### config.mk
export PLATFORM = sky130hd
export DESIGN_NAME = tmr8_core
export DESIGN_NICKNAME = d
export VERILOG_FILES = /design/src/tmr8_pkg.sv /design/src/tmr8_tick_if.sv /design/src/tmr8_core.sv /design/src/tmr8_clock_select.sv
export VERILOG_INCLUDE_DIRS = /design/src
export SDC_FILE = /design/constraint.sdc
export NUM_CORES = 1
export LEC_CHECK = 0
export BUFFER_PORTS_ARGS = -buffer_cell sky130_fd_sc_hd__clkbuf_2
export CORE_MARGIN = 5
export CORE_UTILIZATION = 57
export DETAILED_ROUTE_END_ITERATION = 12
export PLACE_DENSITY_LB_ADDON = 0.05
export SYNTH_ARGS = -nofsm -noshare
export SYNTH_HDL_FRONTEND = slang
export SYNTH_SLANG_ARGS = --single-unit
### constraint.sdc
create_clock -name core_clk_i -period 4.68 [get_ports core_clk_i]
set_input_delay 0.234 -clock core_clk_i [delete_from_list [all_inputs] [get_ports core_clk_i]]
set_output_delay 0.234 -clock core_clk_i [all_outputs]
set_load 0.03 [all_outputs]
### src/tmr8_params.svh
// Register offsets, field positions, reset values and counts of the 8-bit timer.
`ifndef TMR8_PARAMS_SVH
`define TMR8_PARAMS_SVH

// Byte offsets of the registers on the APB bus.
`define TMR8_ADDR_W        12
`define TMR8_OFS_CONTROL   12'h000
`define TMR8_OFS_COUNT     12'h004
`define TMR8_OFS_COMPARE   12'h008
`define TMR8_OFS_MASK      12'h00c
`define TMR8_OFS_FLAGS     12'h010

// Field positions in timer_control, interrupt_mask and interrupt_flags.
`define TMR8_CTL_FORCE     7
`define TMR8_CTL_WAVE_LO   6
`define TMR8_CTL_OUT_HI    5
`define TMR8_CTL_OUT_LO    4
`define TMR8_CTL_WAVE_HI   3
`define TMR8_CTL_CS_HI     2
`define TMR8_BIT_MATCH     1
`define TMR8_BIT_OVF       0

// Reset values.
`define TMR8_CONTROL_RST   8'h00
`define TMR8_COUNT_RST     8'h00
`define TMR8_COMPARE_RST   8'h00
`define TMR8_MASK_RST      8'h00
`define TMR8_FLAGS_RST     8'h00

// Counter limits and prescaler tap widths (divide by 8, 64, 256, 1024).
`define TMR8_MAX           8'hff
`define TMR8_BOTTOM        8'h00
`define TMR8_TAP8_BITS     3
`define TMR8_TAP64_BITS    6
`define TMR8_TAP256_BITS   8
`define TMR8_TAP1024_BITS  10

`endif

### src/tmr8_pkg.sv
// Types shared by the 8-bit timer modules.
`default_nettype none
package tmr8_pkg;
	// Waveform mode field.
	typedef enum logic [1:0] {
		TMR8_WAVE_NORMAL = 2'b00,
		TMR8_WAVE_DUAL   = 2'b01,
		TMR8_WAVE_CTC    = 2'b10,
		TMR8_WAVE_FAST   = 2'b11
	} tmr8_wave_t;
	// Clock source select field.
	typedef enum logic [2:0] {
		TMR8_CS_STOP     = 3'b000,
		TMR8_CS_DIV1     = 3'b001,
		TMR8_CS_DIV8     = 3'b010,
		TMR8_CS_DIV64    = 3'b011,
		TMR8_CS_DIV256   = 3'b100,
		TMR8_CS_DIV1024  = 3'b101,
		TMR8_CS_EXT_FALL = 3'b110,
		TMR8_CS_EXT_RISE = 3'b111
	} tmr8_cs_t;
	// Output action mode field.
	typedef enum logic [1:0] {
		TMR8_OUT_OFF    = 2'b00,
		TMR8_OUT_TOGGLE = 2'b01,
		TMR8_OUT_CLEAR  = 2'b10,
		TMR8_OUT_SET    = 2'b11
	} tmr8_out_t;
endpackage : tmr8_pkg
`default_nettype wire

### src/tmr8_tick_if.sv
// Interface between the timer core and its clock source selector.
`default_nettype none
`include "tmr8_params.svh"
interface tmr8_tick_if;
	import tmr8_pkg::*;
	tmr8_cs_t                        select;
	logic                            tick;
	logic [`TMR8_TAP1024_BITS-1:0]   prescale;
	modport core   (output select, input tick, input prescale);
	modport source (input select, output tick, output prescale);
endinterface : tmr8_tick_if
`default_nettype wire

### src/tmr8_core.sv
// 8-bit timer/counter with compare output, clock select, flags and APB registers.
// Functional notes
// - A nonzero output action mode hands the pin to the compare output.
// - The compare output drives the pin only while the port direction is output.
// - Normal and CTC: 00 off, 01 toggle, 10 clear, 11 set on match.
// - Fast PWM: 00 off, 01 reserved, 10 clear/set-at-top, 11 set/clear-at-top.
// - Dual-slope PWM: 10 clears counting up, sets counting down; 11 reverse.
// - PWM with compare at top and upper mode bit: act at top, ignore match.
// - Clock select 000 stops, 001 undivided, 010 to 101 prescaler taps.
// - Clock select 110 counts falling, 111 rising external pin edges.
// - External pin edges count even when the pin is an output.
// - Software reads and writes the 8-bit count directly.
// - A count write suppresses the compare match on the next timer tick.
// - Compare value is checked against the count every cycle.
// - The match flag sets when the count equals the compare value on a timer tick not blocked by a count write.
// - Match flag clears on vector or written one; irq is flag, enable, global.
// - Overflow flag sets on overflow, clears likewise; irq gated the same way.
// - In dual-slope PWM the overflow flag sets on turning at zero.
// - One shared prescaler; each timer keeps its own clock select.
// - Waveform mode: 0 normal, 1 dual-slope, 2 CTC, 3 fast PWM.
//
// Our own choices: the register addresses and register access over APB.
`default_nettype none
`include "tmr8_params.svh"
module tmr8_core
	import tmr8_pkg::*;
(
	// Clock and reset.
	input  wire logic                     core_clk_i,
	input  wire logic                     rstn_i,
	// APB slave.
	input  wire logic [`TMR8_ADDR_W-1:0]  paddr_i,
	input  wire logic                     psel_i,
	input  wire logic                     penable_i,
	input  wire logic                     pwrite_i,
	input  wire logic [31:0]              pwdata_i,
	output var  logic [31:0]              prdata_o,
	output      logic                     pready_o,
	output      logic                     pslverr_o,
	// Port pin driver.
	input  wire logic                     port_dir_i,
	input  wire logic                     port_data_i,
	output var  logic                     compare_output_pin_o,
	output var  logic                     compare_output_pin_oe_o,
	// External count source and shared prescaler.
	input  wire logic                     external_count_pin_i,
	input  wire logic                     prescale_clear_i,
	output      logic [`TMR8_TAP1024_BITS-1:0] prescale_count_o,
	// Interrupt controller.
	input  wire logic                     global_irq_enable_i,
	input  wire logic                     match_irq_ack_i,
	input  wire logic                     overflow_irq_ack_i,
	output      logic                     match_irq_o,
	output      logic                     overflow_irq_o,
	// Events for the rest of the unit.
	output      logic                     match_event_o,
	output      logic                     top_event_o,
	output      logic                     bottom_event_o
);
	// ************************************************************
	// Declarations
	// ************************************************************
	tmr8_wave_t  waveform_mode;
	tmr8_out_t   output_action_mode;
	tmr8_cs_t    clock_source_select;
	logic [7:0]  count_value;
	logic [7:0]  compare_value;
	logic        match_irq_enable;
	logic        overflow_irq_enable;
	logic        match_flag;
	logic        overflow_flag;
	logic        count_down;
	logic        match_block;
	logic        compare_out;
	logic [7:0]  next_count;
	logic        next_down;
	logic        next_out;
	logic [7:0]  top_value;
	logic [7:0]  read_byte;
	logic        tick;
	logic        setup;
	logic        access;
	logic        mapped;
	logic        wr_control;
	logic        wr_count;
	logic        wr_compare;
	logic        wr_mask;
	logic        wr_flags;
	logic        force_match;
	logic        match_hit;
	logic        top_hit;
	logic        ovf_hit;
	logic        pwm_mode;
	logic        top_ignore;

	// ************************************************************
	// Clock source
	// ************************************************************
	tmr8_tick_if tick_bus ();

	// Each timer owns its select; the prescaler count is exported for a sibling.
	assign tick_bus.select  = clock_source_select;
	assign tick             = tick_bus.tick;
	assign prescale_count_o = tick_bus.prescale;

	tmr8_clock_select u_clock_select (
		.core_clk_i           (core_clk_i),
		.rstn_i               (rstn_i),
		.external_count_pin_i (external_count_pin_i),
		.prescale_clear_i     (prescale_clear_i),
		.tif                  (tick_bus.source)
	);

	// ************************************************************
	// APB slave
	// ************************************************************
	// Zero wait states; an unmapped address answers with an error.
	assign setup     = psel_i && !penable_i;
	assign access    = psel_i && penable_i;
	assign pready_o  = 1'b1;
	assign mapped    = (paddr_i == `TMR8_OFS_CONTROL) || (paddr_i == `TMR8_OFS_COUNT) ||
	                   (paddr_i == `TMR8_OFS_COMPARE) || (paddr_i == `TMR8_OFS_MASK) ||
	                   (paddr_i == `TMR8_OFS_FLAGS);
	assign pslverr_o = access && !mapped;

	// Write strobes, valid at the completing edge only.
	assign wr_control = access && pwrite_i && (paddr_i == `TMR8_OFS_CONTROL);
	assign wr_count   = access && pwrite_i && (paddr_i == `TMR8_OFS_COUNT);
	assign wr_compare = access && pwrite_i && (paddr_i == `TMR8_OFS_COMPARE);
	assign wr_mask    = access && pwrite_i && (paddr_i == `TMR8_OFS_MASK);
	assign wr_flags   = access && pwrite_i && (paddr_i == `TMR8_OFS_FLAGS);

	// Read mux; the force bit always reads as zero.
	always_comb
	begin
		read_byte = 8'h00;
		case (paddr_i)
			`TMR8_OFS_CONTROL: read_byte = {1'b0, waveform_mode[0], output_action_mode,
			                                waveform_mode[1], clock_source_select};
			`TMR8_OFS_COUNT:   read_byte = count_value;
			`TMR8_OFS_COMPARE: read_byte = compare_value;
			`TMR8_OFS_MASK:    read_byte = {6'h00, match_irq_enable, overflow_irq_enable};
			`TMR8_OFS_FLAGS:   read_byte = {6'h00, match_flag, overflow_flag};
			default:           read_byte = 8'h00;
		endcase
	end

	// Read data is caught in the setup cycle so it comes from a flip-flop.
	always_ff @(posedge core_clk_i or negedge rstn_i)
	begin
		if (!rstn_i)
			prdata_o <= 32'h0000_0000;
		else if (setup && !pwrite_i)
			prdata_o <= {24'h00_0000, read_byte};
	end

	// ************************************************************
	// Configuration registers
	// ************************************************************
	// Control fields; the waveform bits are split as in the register layout.
	always_ff @(posedge core_clk_i or negedge rstn_i)
	begin
		if (!rstn_i)
		begin
			waveform_mode       <= tmr8_wave_t'(2'b00);
			output_action_mode  <= tmr8_out_t'(2'(`TMR8_CONTROL_RST >> `TMR8_CTL_OUT_LO));
			clock_source_select <= tmr8_cs_t'(3'b000);
		end
		else if (wr_control)
		begin
			waveform_mode       <= tmr8_wave_t'({pwdata_i[`TMR8_CTL_WAVE_HI],
			                                     pwdata_i[`TMR8_CTL_WAVE_LO]});
			output_action_mode  <= tmr8_out_t'(pwdata_i[`TMR8_CTL_OUT_HI:`TMR8_CTL_OUT_LO]);
			clock_source_select <= tmr8_cs_t'(pwdata_i[`TMR8_CTL_CS_HI:0]);
		end
	end

	// The force strobe acts only in the non-PWM modes and raises no flag.
	assign force_match = wr_control && pwdata_i[`TMR8_CTL_FORCE] && !pwdata_i[`TMR8_CTL_WAVE_LO];

	// Compare value and interrupt enables.
	always_ff @(posedge core_clk_i or negedge rstn_i)
	begin
		if (!rstn_i)
		begin
			compare_value       <= `TMR8_COMPARE_RST;
			match_irq_enable    <= 1'(`TMR8_MASK_RST >> `TMR8_BIT_MATCH);
			overflow_irq_enable <= 1'(`TMR8_MASK_RST >> `TMR8_BIT_OVF);
		end
		else
		begin
			if (wr_compare)
				compare_value <= pwdata_i[7:0];
			if (wr_mask)
			begin
				match_irq_enable    <= pwdata_i[`TMR8_BIT_MATCH];
				overflow_irq_enable <= pwdata_i[`TMR8_BIT_OVF];
			end
		end
	end

	// ************************************************************
	// Counter
	// ************************************************************
	// TOP is the compare value in CTC and the fixed maximum otherwise.
	assign top_value = (waveform_mode == TMR8_WAVE_CTC) ? compare_value : `TMR8_MAX;
	assign pwm_mode  = (waveform_mode == TMR8_WAVE_FAST) || (waveform_mode == TMR8_WAVE_DUAL);

	// Next count and direction on a timer tick.
	always_comb
	begin
		next_count = count_value;
		next_down  = count_down;
		if (tick)
		begin
			case (waveform_mode)
				TMR8_WAVE_CTC:
					next_count = (count_value == top_value) ? `TMR8_BOTTOM : count_value + 8'h01;
				TMR8_WAVE_DUAL:
					if (count_down && (count_value == `TMR8_BOTTOM))
					begin
						next_count = 8'h01;
						next_down  = 1'b0;
					end
					else if (!count_down && (count_value == `TMR8_MAX))
					begin
						next_count = `TMR8_MAX - 8'h01;
						next_down  = 1'b1;
					end
					else
						next_count = count_down ? count_value - 8'h01 : count_value + 8'h01;
				default:
					next_count = count_value + 8'h01;
			endcase
		end
	end

	// A software write wins over a tick in the same cycle.
	always_ff @(posedge core_clk_i or negedge rstn_i)
	begin
		if (!rstn_i)
		begin
			count_value <= `TMR8_COUNT_RST;
			count_down  <= 1'b0;
		end
		else if (wr_count)
		begin
			count_value <= pwdata_i[7:0];
			count_down  <= count_down;
		end
		else
		begin
			count_value <= next_count;
			count_down  <= (waveform_mode == TMR8_WAVE_DUAL) ? next_down : 1'b0;
		end
	end

	// The block stays armed until the first tick after the write has passed.
	always_ff @(posedge core_clk_i or negedge rstn_i)
	begin
		if (!rstn_i)
			match_block <= 1'b0;
		else if (wr_count)
			match_block <= 1'b1;
		else if (tick)
			match_block <= 1'b0;
	end

	// ************************************************************
	// Events
	// ************************************************************
	// The compare is evaluated every cycle; it only acts on a tick.
	assign match_hit  = tick && (count_value == compare_value) && !match_block;
	assign top_hit    = tick && (count_value == top_value);
	assign ovf_hit    = (waveform_mode == TMR8_WAVE_DUAL) ?
	                    (tick && count_down && (count_value == `TMR8_BOTTOM)) :
	                    (tick && (count_value == `TMR8_MAX));
	assign top_ignore = pwm_mode && (compare_value == `TMR8_MAX) &&
	                    output_action_mode[1];

	assign match_event_o  = match_hit;
	assign top_event_o    = top_hit;
	assign bottom_event_o = tick && (count_value == `TMR8_BOTTOM);

	// ************************************************************
	// Waveform output
	// ************************************************************
	// Action on the compare output register for the current mode.
	always_comb
	begin
		next_out = compare_out;
		case (waveform_mode)
			TMR8_WAVE_NORMAL, TMR8_WAVE_CTC:
				if (match_hit || force_match)
					case (output_action_mode)
						TMR8_OUT_TOGGLE: next_out = !compare_out;
						TMR8_OUT_CLEAR:  next_out = 1'b0;
						TMR8_OUT_SET:    next_out = 1'b1;
						default:         next_out = compare_out;
					endcase
			TMR8_WAVE_FAST:
				if (top_hit && output_action_mode[1])
					next_out = !output_action_mode[0];
				else if (match_hit && !top_ignore && output_action_mode[1])
					next_out = output_action_mode[0];
			TMR8_WAVE_DUAL:
				if (top_hit && top_ignore)
					next_out = !output_action_mode[0];
				else if (match_hit && !top_ignore && output_action_mode[1])
					next_out = output_action_mode[0] ^ count_down;
			default:
				next_out = compare_out;
		endcase
	end

	// Compare output register.
	always_ff @(posedge core_clk_i or negedge rstn_i)
	begin
		if (!rstn_i)
			compare_out <= 1'b0;
		else
			compare_out <= next_out;
	end

	// Pin mux and driver enable; the direction bit alone gates the driver.
	always_ff @(posedge core_clk_i or negedge rstn_i)
	begin
		if (!rstn_i)
		begin
			compare_output_pin_o    <= 1'b0;
			compare_output_pin_oe_o <= 1'b0;
		end
		else
		begin
			compare_output_pin_o    <= (output_action_mode != TMR8_OUT_OFF) ?
			                           compare_out : port_data_i;
			compare_output_pin_oe_o <= port_dir_i;
		end
	end

	// ************************************************************
	// Flags and interrupts
	// ************************************************************
	// A hardware set wins over a written one or an acknowledge in the same cycle.
	always_ff @(posedge core_clk_i or negedge rstn_i)
	begin
		if (!rstn_i)
		begin
			match_flag    <= 1'(`TMR8_FLAGS_RST >> `TMR8_BIT_MATCH);
			overflow_flag <= 1'(`TMR8_FLAGS_RST >> `TMR8_BIT_OVF);
		end
		else
		begin
			if (match_hit)
				match_flag <= 1'b1;
			else if ((wr_flags && pwdata_i[`TMR8_BIT_MATCH]) || match_irq_ack_i)
				match_flag <= 1'b0;
			if (ovf_hit)
				overflow_flag <= 1'b1;
			else if ((wr_flags && pwdata_i[`TMR8_BIT_OVF]) || overflow_irq_ack_i)
				overflow_flag <= 1'b0;
		end
	end

	// Requests stay high while flag, enable and global enable are all set.
	assign match_irq_o    = match_flag && match_irq_enable && global_irq_enable_i;
	assign overflow_irq_o = overflow_flag && overflow_irq_enable && global_irq_enable_i;
endmodule : tmr8_core
`default_nettype wire

### src/tmr8_clock_select.sv
// Shared prescaler, external count pin sampling and timer tick selection.
`default_nettype none
`include "tmr8_params.svh"
module tmr8_clock_select
	import tmr8_pkg::*;
(
	// Clock and reset.
	input  wire logic core_clk_i,
	input  wire logic rstn_i,
	// External count source and prescaler restart.
	input  wire logic external_count_pin_i,
	input  wire logic prescale_clear_i,
	// Tick bus towards the core.
	tmr8_tick_if.source tif
);
	logic [`TMR8_TAP1024_BITS-1:0] prescale;
	logic                          pin_s1;
	logic                          pin_s2;
	logic                          pin_s3;
	logic                          pin_level;
	logic                          pin_change;

	// Free-running prescaler; it ignores the clock select so several timers can tap it.
	always_ff @(posedge core_clk_i or negedge rstn_i)
	begin
		if (!rstn_i)
			prescale <= '0;
		else if (prescale_clear_i)
			prescale <= '0;
		else
			prescale <= prescale + 10'h001;
	end
	assign tif.prescale = prescale;

	// Three-stage sampling; the pin is watched even when the port drives it.
	always_ff @(posedge core_clk_i or negedge rstn_i)
	begin
		if (!rstn_i)
		begin
			pin_s1    <= 1'b0;
			pin_s2    <= 1'b0;
			pin_s3    <= 1'b0;
			pin_level <= 1'b0;
		end
		else
		begin
			pin_s1 <= external_count_pin_i;
			pin_s2 <= pin_s1;
			pin_s3 <= pin_s2;
			if (pin_s2 == pin_s3)
				pin_level <= pin_s3;
		end
	end
	// A change counts only once the last two stages agree.
	assign pin_change = (pin_s2 == pin_s3) && (pin_s3 != pin_level);

	// Tick selection; prescaled taps fire when their low bits are all ones.
	always_comb
	begin
		case (tif.select)
			TMR8_CS_STOP:     tif.tick = 1'b0;
			TMR8_CS_DIV1:     tif.tick = 1'b1;
			TMR8_CS_DIV8:     tif.tick = &prescale[`TMR8_TAP8_BITS-1:0];
			TMR8_CS_DIV64:    tif.tick = &prescale[`TMR8_TAP64_BITS-1:0];
			TMR8_CS_DIV256:   tif.tick = &prescale[`TMR8_TAP256_BITS-1:0];
			TMR8_CS_DIV1024:  tif.tick = &prescale[`TMR8_TAP1024_BITS-1:0];
			TMR8_CS_EXT_FALL: tif.tick = pin_change && !pin_s3;
			TMR8_CS_EXT_RISE: tif.tick = pin_change && pin_s3;
			default:          tif.tick = 1'b0;
		endcase
	end
endmodule : tmr8_clock_select
`default_nettype wire

* Word level (Yosys, flattened, before mapping) *
Cells that the tools add are included.

cells by class
  $add $sub $neg = 3
  eq/ne operators = 29
  mux-type cells = 30
  bitwise logic cells = 2
  reductions and logical operators = 69

operator list
  operator                                              number
  2-to-1 mux 8 bit                                      7
  one-hot mux 8 bit (5 select lines)                    1
  logical AND 1 bit                                     36
  equality test 12 x 4 -> 1 bit, second input constant  2
  2-to-1 mux 1 bit                                      17
  equality test 8 bit                                   2
  equality test 8 bit, second input constant            2
  one-hot mux 8 bit (2 select lines)                    1
  equality test 12 x 3 -> 1 bit, second input constant  1
  equality test 12 x 5 -> 1 bit, second input constant  1
  equality test 3 bit, second input constant            4
  logical NOT 12 bit                                    1
  adder 10 x 1 -> 10 bit, second input constant         1
  logical NOT 1 bit                                     10
  2-to-1 mux 10 bit                                     1
  AND reduction 10 bit                                  1
  != test 3 x 1 -> 1 bit, second input constant         3
  adder 8 x 1 -> 8 bit, second input constant           1
  equality test 2 bit, second input constant            4
  logical NOT 8 bit                                     1
  logical OR 1 bit                                      8
  one-hot mux 1 bit (8 select lines)                    1
  AND reduction 8 bit                                   1
  nonzero test 2 bit                                    4
  other kinds (17)                                      22

word-level totals
  register bits after elaboration = 54
  input port bits = 56
  output and inout bits = 51
  logic and storage cells = 153

* Longest topological paths before layout *
Gate-level depths: netlist of the first run.

  word-level depth = 11
  mapped depth = 10
  mapped depth without buffers = 9

* Hierarchy *
Synthesis of the first run repeated with hierarchy kept, for this count alone.

unflattened totals
  cell total of the unflattened synthesis = 398
  area total of the unflattened synthesis = 3519.6 um2

by module, submodules not included
  module             instances  cells an instance  area an instance (um2)  seq. area each (um2)
  tmr8_core          1          338                2894.0                  1001.0
  tmr8_clock_select  1          60                 625.6                   350.3

* Least setup slack after synthesis of the first run *
No wires, ideal clock.

  path type = reg-to-reg
  start = reg u_clock_select.prescale[0], in the netlist u_clock_select.tif.prescale[0]
  end = reg compare_out
  setup time = 125 ps
  arrival = 2843 ps
  required time = 4555 ps
  path slack = 1713 ps
  stages on the path, launching flop included = 9
  buffers on the path = 0
  clock period less this slack = 2967 ps
  cells stage by stage = dfrtp_1 ha_1 nand3_1 a2111o_1 or3_4 a211oi_2 o22ai_1 a32oi_1 mux2_2

on the way
  longest elaborated chain between the ends = 8
  elaborated cells on any way between the ends = 20
  classes of those cells = eq/ne: 3; mux: 4; reduce/logical: 13

RTL lines
  what                                          line                                RTL
  from (decl)                                   tmr8_clock_select.sv:16             logic [`TMR8_TAP1024_BITS-1:0] prescale;
  from (signal assigned)                        tmr8_clock_select.sv:31             prescale <= prescale + 10'h001;
  AND reduction 10 bit (tied with other cells)  tmr8_clock_select.sv:66             TMR8_CS_DIV1024: tif.tick = &prescale[`TMR8_TAP1024_BITS-1:0];
  one-hot mux 1 bit (8 select lines) (*)        tmr8_clock_select.sv:60             case (tif.select)
  logical AND 1 bit (*) (2 in series)           tmr8_core.sv:273                    assign match_hit = tick && (count_value == compare_value) && !match_block;
  via match_event_o                             tmr8_core.sv:56                     output logic match_event_o,
  logical AND 1 bit (2 in series)               tmr8_core.sv:304, tmr8_core.sv:309
  != test 3 x 1 -> 1 bit (no source line)       --
  AND reduction 4 bit (no source line) (*)      --
  to (signal assigned)                          tmr8_core.sv:322                    compare_out <= next_out;
  to (decl)                                     tmr8_core.sv:74                     logic compare_out;

The timed path passes the listed nets; every way through them passes the cells marked *.
A chain may end at the register's enable or synchronous reset.

* Worst setup path after layout of the first run *
  start = reg u_clock_select.prescale[0], in the netlist u_clock_select.tif.prescale[0]
  end = out top_event_o

on the way
  longest elaborated chain between the ends = 3
  elaborated cells on any way between the ends = 6
  classes of those cells = mux: 1; reduce/logical: 5

RTL lines
  what                                          line                     RTL
  AND reduction 10 bit (tied with other cells)  tmr8_clock_select.sv:66
  one-hot mux 1 bit (8 select lines) (*)        tmr8_clock_select.sv:60
  logical AND 1 bit (*)                         tmr8_core.sv:274         assign top_hit = tick && (count_value == top_value);
  to (decl)                                     tmr8_core.sv:57          output logic top_event_o,

Mark *: on every way between the ends. The rest lies on a longest branch, timed or not.

==> impl_metrics.env, run 1 <==
export IMPL_clock_fmax_ghz=0.334
export IMPL_rsz0062_at_grt="false"
export IMPL_max_cap_viol_count=0
export IMPL_max_clock_path_buffers=2
export IMPL_diodes=0
export IMPL_clk_latency_ps=310
export IMPL_finalCritPeriodShare_pct=63.9
export IMPL_pre_cts_ws_ps=1730
export IMPL_core_region_area_sq_um=6310
export IMPL_wire_per_inst_um=17.6
export IMPL_cp_start_kind="flop"
export IMPL_cp_slowest_cell="dfrtp_1"
export IMPL_slew_viol_final=0
export IMPL_min_period_ps=2990
export IMPL_register_area_sq_um=1350
export IMPL_vias=3240
export IMPL_rows=29
export IMPL_path_class="flop to output pin"
export IMPL_dr_pass1_iters=5
export IMPL_area_growth_syn_to_layout_pct=8.09
export IMPL_synth_edff_count=0
export IMPL_cts_sinks=54
export IMPL_hpwl_mm=7.17
export IMPL_multi_input_area_sq_um=2030
export IMPL_path_cells="ha_1 -> nand3_1 -> a2111o_1 -> or3_4 -> and2_1 -> nor3_1 -> clkbuf_2"
export IMPL_start_util_pct=58.0
export IMPL_tightest_slew_ps=850
export IMPL_routed_wl_mm=9.49
export IMPL_yosysSeqAreaShare_pct=36.9
export IMPL_hp_class="primary input to flop"
export IMPL_cts_buffers=5
export IMPL_hold_buffers=0
export IMPL_first_global_vias=3002
export IMPL_reg2reg_from="count_value[3]$_DFFE_PN0P_"
export IMPL_netlist_area_sq_um=3660
export IMPL_hp_start="port_dir_i"
export IMPL_outcome="finished clean"
export IMPL_cts_htree_levels=2
export IMPL_syn_inst=416
export IMPL_yosys_register_bits=54
export IMPL_post_route_util_pct=62.7
export IMPL_dieArea_sq_um=8130
export IMPL_hold_violations=0
export IMPL_fin_skew_ps=7.73
export IMPL_finalPower_uw=866
export IMPL_finalSetupViolCount=0
export IMPL_ios=107
export IMPL_ant_nets=0
export IMPL_overflow=0
export IMPL_synth_flop_cell="dfrtp_1"
export IMPL_postSynthAreaPerCell_sq_um=8.81
export IMPL_dp_cells=530
export IMPL_clk_pin_slew_ps=100
export IMPL_max_slew_margin_pct=43.2
export IMPL_nFillCells=579
export IMPL_nets=527
export IMPL_p_per_area_nw_per_um2=219
export IMPL_critPathRequiredTime_ps=4450
export IMPL_die_w_um=90.2
export IMPL_cts_root_buf="clkbuf_8"
export IMPL_yosysWarnings=0
export IMPL_async_reset_ff_share_pct=100
export IMPL_synth_top_area_share_pct=36.9
export IMPL_p_leak_nw=1.81
export IMPL_timing_final_ws_setup_ps=1690
export IMPL_synth_cell_type_count=69
export IMPL_path_max_fanout=14
export IMPL_port_buffer_count=57
export IMPL_die_h_um=90.2
export IMPL_yosys_top_cells_area="dfrtp_1, buf_4, mux2_2"
export IMPL_crit_path_end_kind="output pin"
export IMPL_gp_congestion=0.983
export IMPL_peakVddDrop_v=0.000188
export IMPL_critPathLaunch="u_clock_select.tif.prescale[0]$_DFF_PN0_"
export IMPL_cts_tree="yes"
export IMPL_max_stage_delay_ps=430
export IMPL_cts_resized=0
export IMPL_grt_start_max_net_pins=55
export IMPL_grt_pass1_wl_mm=15.5
export IMPL_grt_total_usage_pct=23.3
export IMPL_critical_path_arrival_ps=2760
export IMPL_setup_tns_ps=0
export IMPL_antenna_found_initial=0
export IMPL_drt_initial_drc_count=177
export IMPL_drive_gt1_share_pct=20.4
export IMPL_via_per_inst=6.02
export IMPL_drc=0
export IMPL_synth_largest_area_cell="dfrtp_1"
export IMPL_instances_no_fill=538
export IMPL_cts_setup_buffers=0
flip-flops by register name, summed over array words and instances, names as in the netlist, 2 cells and up:
register and count:
clock_source_select 3, waveform_mode 2, u_clock_select.tif.prescale 10, compare_value 8
prdata_o 8, output_action_mode 2, count_value 8
metrics by stage:
step	hold slack [ps]	instance area, sq um
2_1_floorplan	-61.6	3750
3_3_place_gp	335	3860
3_5_place_dp	344	3860
4_1_cts	15.7	3960
5_1_grt	7.62	3960
6_report	18.5	3960
cells in the final DEF (no fill, tap or decap), types with 14 or more instances in the layout:
cell type	count
inv_1	19
nand3_1	17
conb_1	25
clkbuf_2	57
a21oi_1	21
dfrtp_1	54
nand2_1	41
mux2_2	14
o21ai_0	18
nor2_1	36
layout make-up:
type                    instances  share of cell area (%)
clock buffers                   6                    2.08
clock inverters                 2                   0.411
inverters                      22                    2.15
multi-input cells             318                    51.2
flip-flops and latches         54                    34.1
well taps                      77                    2.43
repair buffers                 59                    7.58
synth_stat cells (4+ instances only):
library cell   n
a21oi_1       21
mux2_2        14
a21o_1         6
dfrtp_1       54
o31ai_1        7
a31oi_1        5
ha_1          11
nor2_1        36
xnor2_1        8
inv_1         19
clkbuf_1      13
nor2b_1        8
nand4_1        6
nand3_1       17
o21ai_0       18
mux2i_1        6
nor4_1         4
and3_1         4
nand2_1       41
o211ai_1       6
nor3_1        10
buf_4         26
critical path: cells and delay by family, from the launching register on:
family | cells | cell delay, ps
adder cells (fa/ha/maj) | 1 | 190
flip-flops | 1 | 430
buffers and inverters | 1 | 250
AND/OR/NAND/NOR | 4 | 1210
AO/OA/AOI/OAI | 1 | 370
where the power goes:
group          total (mW)  internal (mW)  leakage, nW  switching, mW
Clock               0.287          0.122       0.0478          0.165
Combinational      0.0974         0.0256         1.07         0.0717
Sequential          0.482          0.474        0.693        0.00806
path summary, 6_finish.rpt:
| check | end | slack [ps] | depth (start not counted) |
|---|---|---|---|
| hold / removal | compare_output_pin_oe_o$_DFF_PN0_ | 20 | 1 |
| setup reg to reg | count_value[4]$_DFFE_PN0P_ | 1710 | 7 |
| max in group asynchronous | count_value[3]$_DFFE_PN0P_ | 4190 | 2 |
| min in group asynchronous | compare_output_pin_oe_o$_DFF_PN0_ | 30 | 2 |
| setup / recovery | top_event_o | 1690 | 7 |
| hold reg to reg | u_clock_select.pin_s2$_DFF_PN0_ | 370 | 0 |
per-layer routing:
metal  wire (um)  track usage [%]  part of all wire (%)
met1        4380             33.3                    46
met2        4300             36.2                    45
met3         639             4.17                   6.7
met4         172             6.70                   1.8
met5           0                0                     0
kinds of logic after synthesis:
| logic type | after synthesis | share of synthesized area [%] |
|---|---|---|
| AOI/OAI and AO/OA | 99 | 19.1 |
| xor gates and xnor gates | 11 | 2.63 |
| adders and majority gates | 12 | 4.03 |
| buffers and inverters | 67 | 10.1 |
| DFF | 54 | 36.9 |
| muxes | 22 | 6.86 |
| other | 2 | 0.205 |
| and+or+nand+nor | 149 | 20.2 |
Power figures use the tool's default switching activity.
==> inputs of run 2 (changes only) <==
Settings changed: CORE_UTILIZATION 57 to 53.
Clock period 4.68 ns to 2.9 ns, I/O delays scaled along.
==> run 2 against run 1 <==
Compared with the run above:
- critical endpoint unchanged
- highest routed layer unchanged
- wire length up 3.8%
- core utilization shrank 0.56 points
- first-iteration DRC count rose by 44%
- critical path type unchanged
- non-clock buffer count rose by 24
- critical path depth is the same
==> impl_metrics.env, run 2 (synthesis results as in run 1) <==
export IMPL_max_cap_viol_count=0
export IMPL_switching_share_pct=27.3
export IMPL_grt_start_max_net_pins=55
export IMPL_via_per_inst=5.79
export IMPL_final_cell_mix="clkbuf_2, dfrtp_1, nand2_1"
export IMPL_cts_htree_levels=2
export IMPL_critical_path_arrival_ps=2630
export IMPL_p_comb_share_pct=11.3
export IMPL_critPathRequiredTime_ps=2760
export IMPL_largest_reg_flops=10
export IMPL_clk_latency_ps=310
export IMPL_path_cells="and2_1 -> a2111o_1 -> or3_4 -> and2_2 -> buf_4 -> nor3_2 -> buf_4"
export IMPL_hold_violations=0
export IMPL_placed_area_sq_um=4030
export IMPL_grt_total_usage_pct=23.7
export IMPL_overflow=0
export IMPL_outcome="finished clean"
export IMPL_path_max_fanout=8
export IMPL_max_stage_delay_ps=470
export IMPL_die_h_um=93.2
export IMPL_grt_pass1_wl_mm=16.3
export IMPL_regMostFlops="u_clock_select.tif.prescale"
export IMPL_cp_common_cell="buf_4"
export IMPL_layout_commonest_cell="clkbuf_2"
export IMPL_rows=30
export IMPL_max_clock_path_buffers=2
export IMPL_antenna_found_initial=0
export IMPL_clock_fmax_ghz=0.361
export IMPL_drt_initial_drc_count=254
export IMPL_ios=107
export IMPL_path_class="flop to output pin"
export IMPL_post_route_util_pct=62.2
export IMPL_vias=3274
export IMPL_cts_tree="yes"
export IMPL_diodes=0
export IMPL_final_area_sq_um=4200
export IMPL_core_region_area_sq_um=6760
export IMPL_ant_nets=0
export IMPL_setup_tns_ps=0
export IMPL_cp_start_kind="flop"
export IMPL_nets=551
export IMPL_cts_sinks=54
export IMPL_switching_power_uw=405
export IMPL_p_leak_nw=1.94
export IMPL_tightest_slew_ps=668
export IMPL_crit_path_end_kind="output pin"
export IMPL_wire_per_inst_um=17.4
export IMPL_max_slew_margin_pct=55.5
export IMPL_slew_viol_final=0
export IMPL_finalCritPeriodShare_pct=95.6
export IMPL_clk_pin_slew_ps=110
export IMPL_start_util_pct=54.2
export IMPL_peakVddDrop_v=0.000243
export IMPL_min_period_ps=2770
export IMPL_cts_buffers=5
export IMPL_first_global_vias=3113
export IMPL_port_buffer_count=57
export IMPL_routed_wl_mm=9.85
export IMPL_fin_skew_ps=6.88
export IMPL_finalSetupViolCount=0
export IMPL_cp_slowest_cell="dfrtp_1"
export IMPL_hpwl_mm=7.58
export IMPL_dieArea_sq_um=8680
export IMPL_p_per_area_nw_per_um2=353
export IMPL_gp_congestion=0.925
export IMPL_cts_root_buf="clkbuf_8"
export IMPL_power_frac_seq_pct=52.4
export IMPL_hp_class="primary input to flop"
export IMPL_drive_gt1_share_pct=24.7
export IMPL_power_internal_mw=1.08
export IMPL_area_growth_syn_to_layout_pct=14.6
export IMPL_clockPowerShare_pct=36.3
export IMPL_die_w_um=93.2
export IMPL_dr_pass1_iters=5
export IMPL_rsz0062_at_grt="false"
export IMPL_drc=0
[run 2: cell count changes in the layout (fill, tap and decap cells not counted), sizes merged]
cell,previous run,this run
buf,2,24
bufinv,0,1
dlygate4sd3,0,3
clkbuf,63,61
[run 2: worst max-delay path, delay by kind of cell, from the launching register on]
family / cells / cell delay (ps)
buffers and inverters: 2 / 380
AOI/OAI and AO/OA: 1 / 420
and+or+nand+nor: 4 / 1030
DFF: 1 / 470
[run 2: power by group through the flow]
| stage | clock network, mW | logic, mW | registers, mW |
|---|---|---|---|
| after floorplan | 0 | 0.118 | 0.799 |
| after global placement | 0 | 0.161 | 0.790 |
| after detailed placement | 0 | 0.162 | 0.791 |
| after CTS | 0.549 | 0.168 | 0.775 |
| after global routing | 0.582 | 0.184 | 0.778 |
| final | 0.538 | 0.167 | 0.776 |
[run 2: what timing repair did]
action / 4_1_cts / 5_1_grt
hold endpoints to repair: 56 / 0
resized for setup: 2 / 4
pin swaps: 0 / 0
hold buffers: 3 / 0
setup endpoints to repair: 1 / 1
buffers inserted: 1 / 0
[run 2: metrics by stage]
step | power, mW | setup slack [ps] | instances | hold WS, ps
after floorplan | 0.917 | 47.1 | 439 | -151
after global placement | 0.951 | 261 | 553 | 253
after detailed placement | 0.952 | 203 | 553 | 255
after CTS | 1.49 | 10.7 | 565 | 51.2
after global routing | 1.54 | 1.89 | 565 | 49.5
final | 1.48 | 127 | 565 | 57.1
[run 2: path summary, 6_finish.rpt]
path                                                     from                               to  slack (ps)  cells after the start
max                        clock_source_select[2]$_DFFE_PN0P_                      top_event_o         130                      7
min                                               port_data_i   compare_output_pin_o$_DFF_PN0_          60                      2
max reg2reg                      waveform_mode[0]$_DFFE_PN0P_          compare_out$_DFFE_PN0P_         170                      9
min reg2reg                   u_clock_select.pin_s1$_DFF_PN0_  u_clock_select.pin_s2$_DFF_PN0_         360                      0
max in group asynchronous                              rstn_i       count_value[4]$_DFFE_PN0P_        1970                      3
min in group asynchronous                              rstn_i          prdata_o[1]$_DFFE_PN0P_         470                      3
[run 2: area by class of cell]
| cell class | count | area [sq um] |
|---|---|---|
| clock buffer | 5 | 68.8 |
| clock inverter | 3 | 48.8 |
| fill | 621 | 2550 |
| inverter | 22 | 85.1 |
| multi-input combinational | 318 | 2060 |
| sequential | 54 | 1350 |
| tap | 80 | 100 |
| timing repair buffer | 83 | 490 |
[run 2: layer usage]
layer  track usage (%)  up-vias  wire length [um]
met2              36.2      152              4240
met5                 0        -                 0
li1                  -     1576                 -
met3              3.70       23               784
met4              6.23        0               193
met1              35.1     1523              4640
==> inputs of run 3 (changes only) <==
Settings changed: CORE_ASPECT_RATIO set to 0.5.
==> run 3 against run 2 <==
Compared with the run above:
- critical path depth is 3 higher
- via count grew 4.8%
- global-route usage increased by 0.69 points
- wire length increased by 6.0%
- final cell count is 3.5% higher
==> impl_metrics.env, run 3 (synthesis results as in run 1) <==
export IMPL_reg2regPathDepth=10
export IMPL_start_util_pct=54.7
export IMPL_clk_pin_slew_ps=80
export IMPL_hp_class="primary input to flop"
export IMPL_p_comb_share_pct=10.2
export IMPL_max_clock_path_buffers=2
export IMPL_rows=21
export IMPL_power_frac_seq_pct=46.4
export IMPL_cts_root_buf="clkbuf_16"
export IMPL_gp_congestion=0.986
export IMPL_dieArea_sq_um=8780
export IMPL_crit_path_end_kind="flop"
export IMPL_tightest_slew_ps=696
export IMPL_die_h_um=68.8
export IMPL_clockPowerShare_pct=43.4
export IMPL_routed_wl_mm=10.4
export IMPL_core_region_area_sq_um=6700
export IMPL_drive_gt1_share_pct=25.6
export IMPL_hold_ws_ps=74.3
export IMPL_ant_nets=0
export IMPL_max_slew_margin_pct=53.6
export IMPL_dp_cells=570
export IMPL_first_global_vias=3178
export IMPL_cts_tree="yes"
export IMPL_slew_viol_final=0
export IMPL_finalSetupViolCount=0
export IMPL_layout_commonest_cell="clkbuf_2"
export IMPL_switching_power_uw=425
export IMPL_outcome="finished clean"
export IMPL_p_per_area_nw_per_um2=387
export IMPL_instances_no_fill=585
export IMPL_hpwl_mm=8.06
export IMPL_grt_total_usage_pct=24.4
export IMPL_peakVddDrop_v=0.000260
export IMPL_largest_reg_flops=10
export IMPL_fin_skew_ps=8.80
export IMPL_drt_initial_drc_count=309
export IMPL_nets=559
export IMPL_wire_per_inst_um=17.9
export IMPL_port_buffer_count=57
export IMPL_hold_depth=2
export IMPL_antenna_found_initial=0
export IMPL_dr_pass1_iters=5
export IMPL_ios=107
export IMPL_clock_fmax_ghz=0.360
export IMPL_clk_latency_ps=300
export IMPL_cts_buffers=5
export IMPL_grt_pass1_wl_mm=16.5
export IMPL_switching_share_pct=25.4
export IMPL_path_class="flop to flop"
export IMPL_die_w_um=128
export IMPL_setup_tns_ps=0
export IMPL_critical_path_arrival_ps=2930
export IMPL_hold_violations=0
export IMPL_cts_htree_levels=2
export IMPL_drc=0
export IMPL_min_period_ps=2780
export IMPL_overflow=0
export IMPL_max_cap_viol_count=0
export IMPL_final_cell_mix="clkbuf_2, dfrtp_1, nand2_1"
export IMPL_diodes=0
export IMPL_area_growth_syn_to_layout_pct=18.1
export IMPL_placed_area_sq_um=4080
export IMPL_power_internal_mw=1.25
export IMPL_via_per_inst=5.87
export IMPL_grt_start_max_net_pins=28
export IMPL_p_leak_nw=2.01
export IMPL_cp_start_kind="flop"
export IMPL_vias=3432
export IMPL_path_max_fanout=5
export IMPL_cts_sinks=54
export IMPL_regMostFlops="u_clock_select.tif.prescale"
export IMPL_post_route_util_pct=64.6
export IMPL_final_area_sq_um=4330
export IMPL_finalCritPeriodShare_pct=95.7
export IMPL_critPathRequiredTime_ps=3050
run 3: cell type report:
| type | count | area [sq um] |
|---|---|---|
| Clock inverter | 2 | 38.8 |
| Fill cell | 577 | 2370 |
| Clock buffer | 6 | 139 |
| Tap cell | 92 | 115 |
| Sequential cell | 54 | 1350 |
| Multi-Input combinational cell | 318 | 2050 |
| Timing Repair Buffer | 91 | 551 |
| Inverter | 22 | 85.1 |
run 3: layer usage:
layer / wire length [um] / part of all wire (%) / vias up / global-route usage [%]
li1: - / - / 1595 / -
met1: 4820 / 46 / 1650 / 34.9
met2: 4470 / 43 / 175 / 38.9
met3: 1070 / 10 / 12 / 5.31
met4: 86 / 0.82 / 0 / 4.63
met5: 0 / 0 / - / 0
run 3: path summary, 6_finish.rpt:
kind,startpoint,endpoint,slack [ps]
max,waveform_mode[0]$_DFFE_PN0P_,count_value[4]$_DFFE_PN0P_,120
min,port_data_i,compare_output_pin_o$_DFF_PN0_,70
max reg2reg,waveform_mode[0]$_DFFE_PN0P_,count_value[4]$_DFFE_PN0P_,120
min reg2reg,u_clock_select.pin_s1$_DFF_PN0_,u_clock_select.pin_s2$_DFF_PN0_,360
max in group asynchronous,rstn_i,count_value[3]$_DFFE_PN0P_,1810
min in group asynchronous,rstn_i,u_clock_select.pin_level$_DFFE_PN0N_,420
run 3: power by group through the flow:
stage | Sequential (mW) | Clock (mW) | Combinational (mW)
after floorplan | 0.799 | 0 | 0.118
after global placement | 0.790 | 0 | 0.162
after detailed placement | 0.791 | 0 | 0.164
after CTS | 0.776 | 0.737 | 0.170
after global routing | 0.778 | 0.763 | 0.187
final | 0.776 | 0.726 | 0.172
run 3: critical path: stages (launching register included):
cell and delay, ps:
dfrtp_1 420, inv_1 140, ha_2 240, inv_1 50, a221o_1 250, a2111o_1 530
o21ai_1 220, nand3b_1 180, nor3_1 340, buf_4 180, a221oi_1 60
run 3: timing repair:
item	CTS	global route
pin swaps	0	3
endpoints found under the setup margin	1	3
setup buffers	1	3
hold buffers	3	0
endpoints found under the hold margin	27	0
gates resized for setup	2	4
run 3: through the flow:
stage          power (mW)  setup WS (ps)
3_5_place_dp        0.955            152
4_1_cts              1.68           24.8
5_1_grt              1.73          -10.4
3_3_place_gp        0.952            231
6_report             1.67            123
2_1_floorplan       0.917           47.1
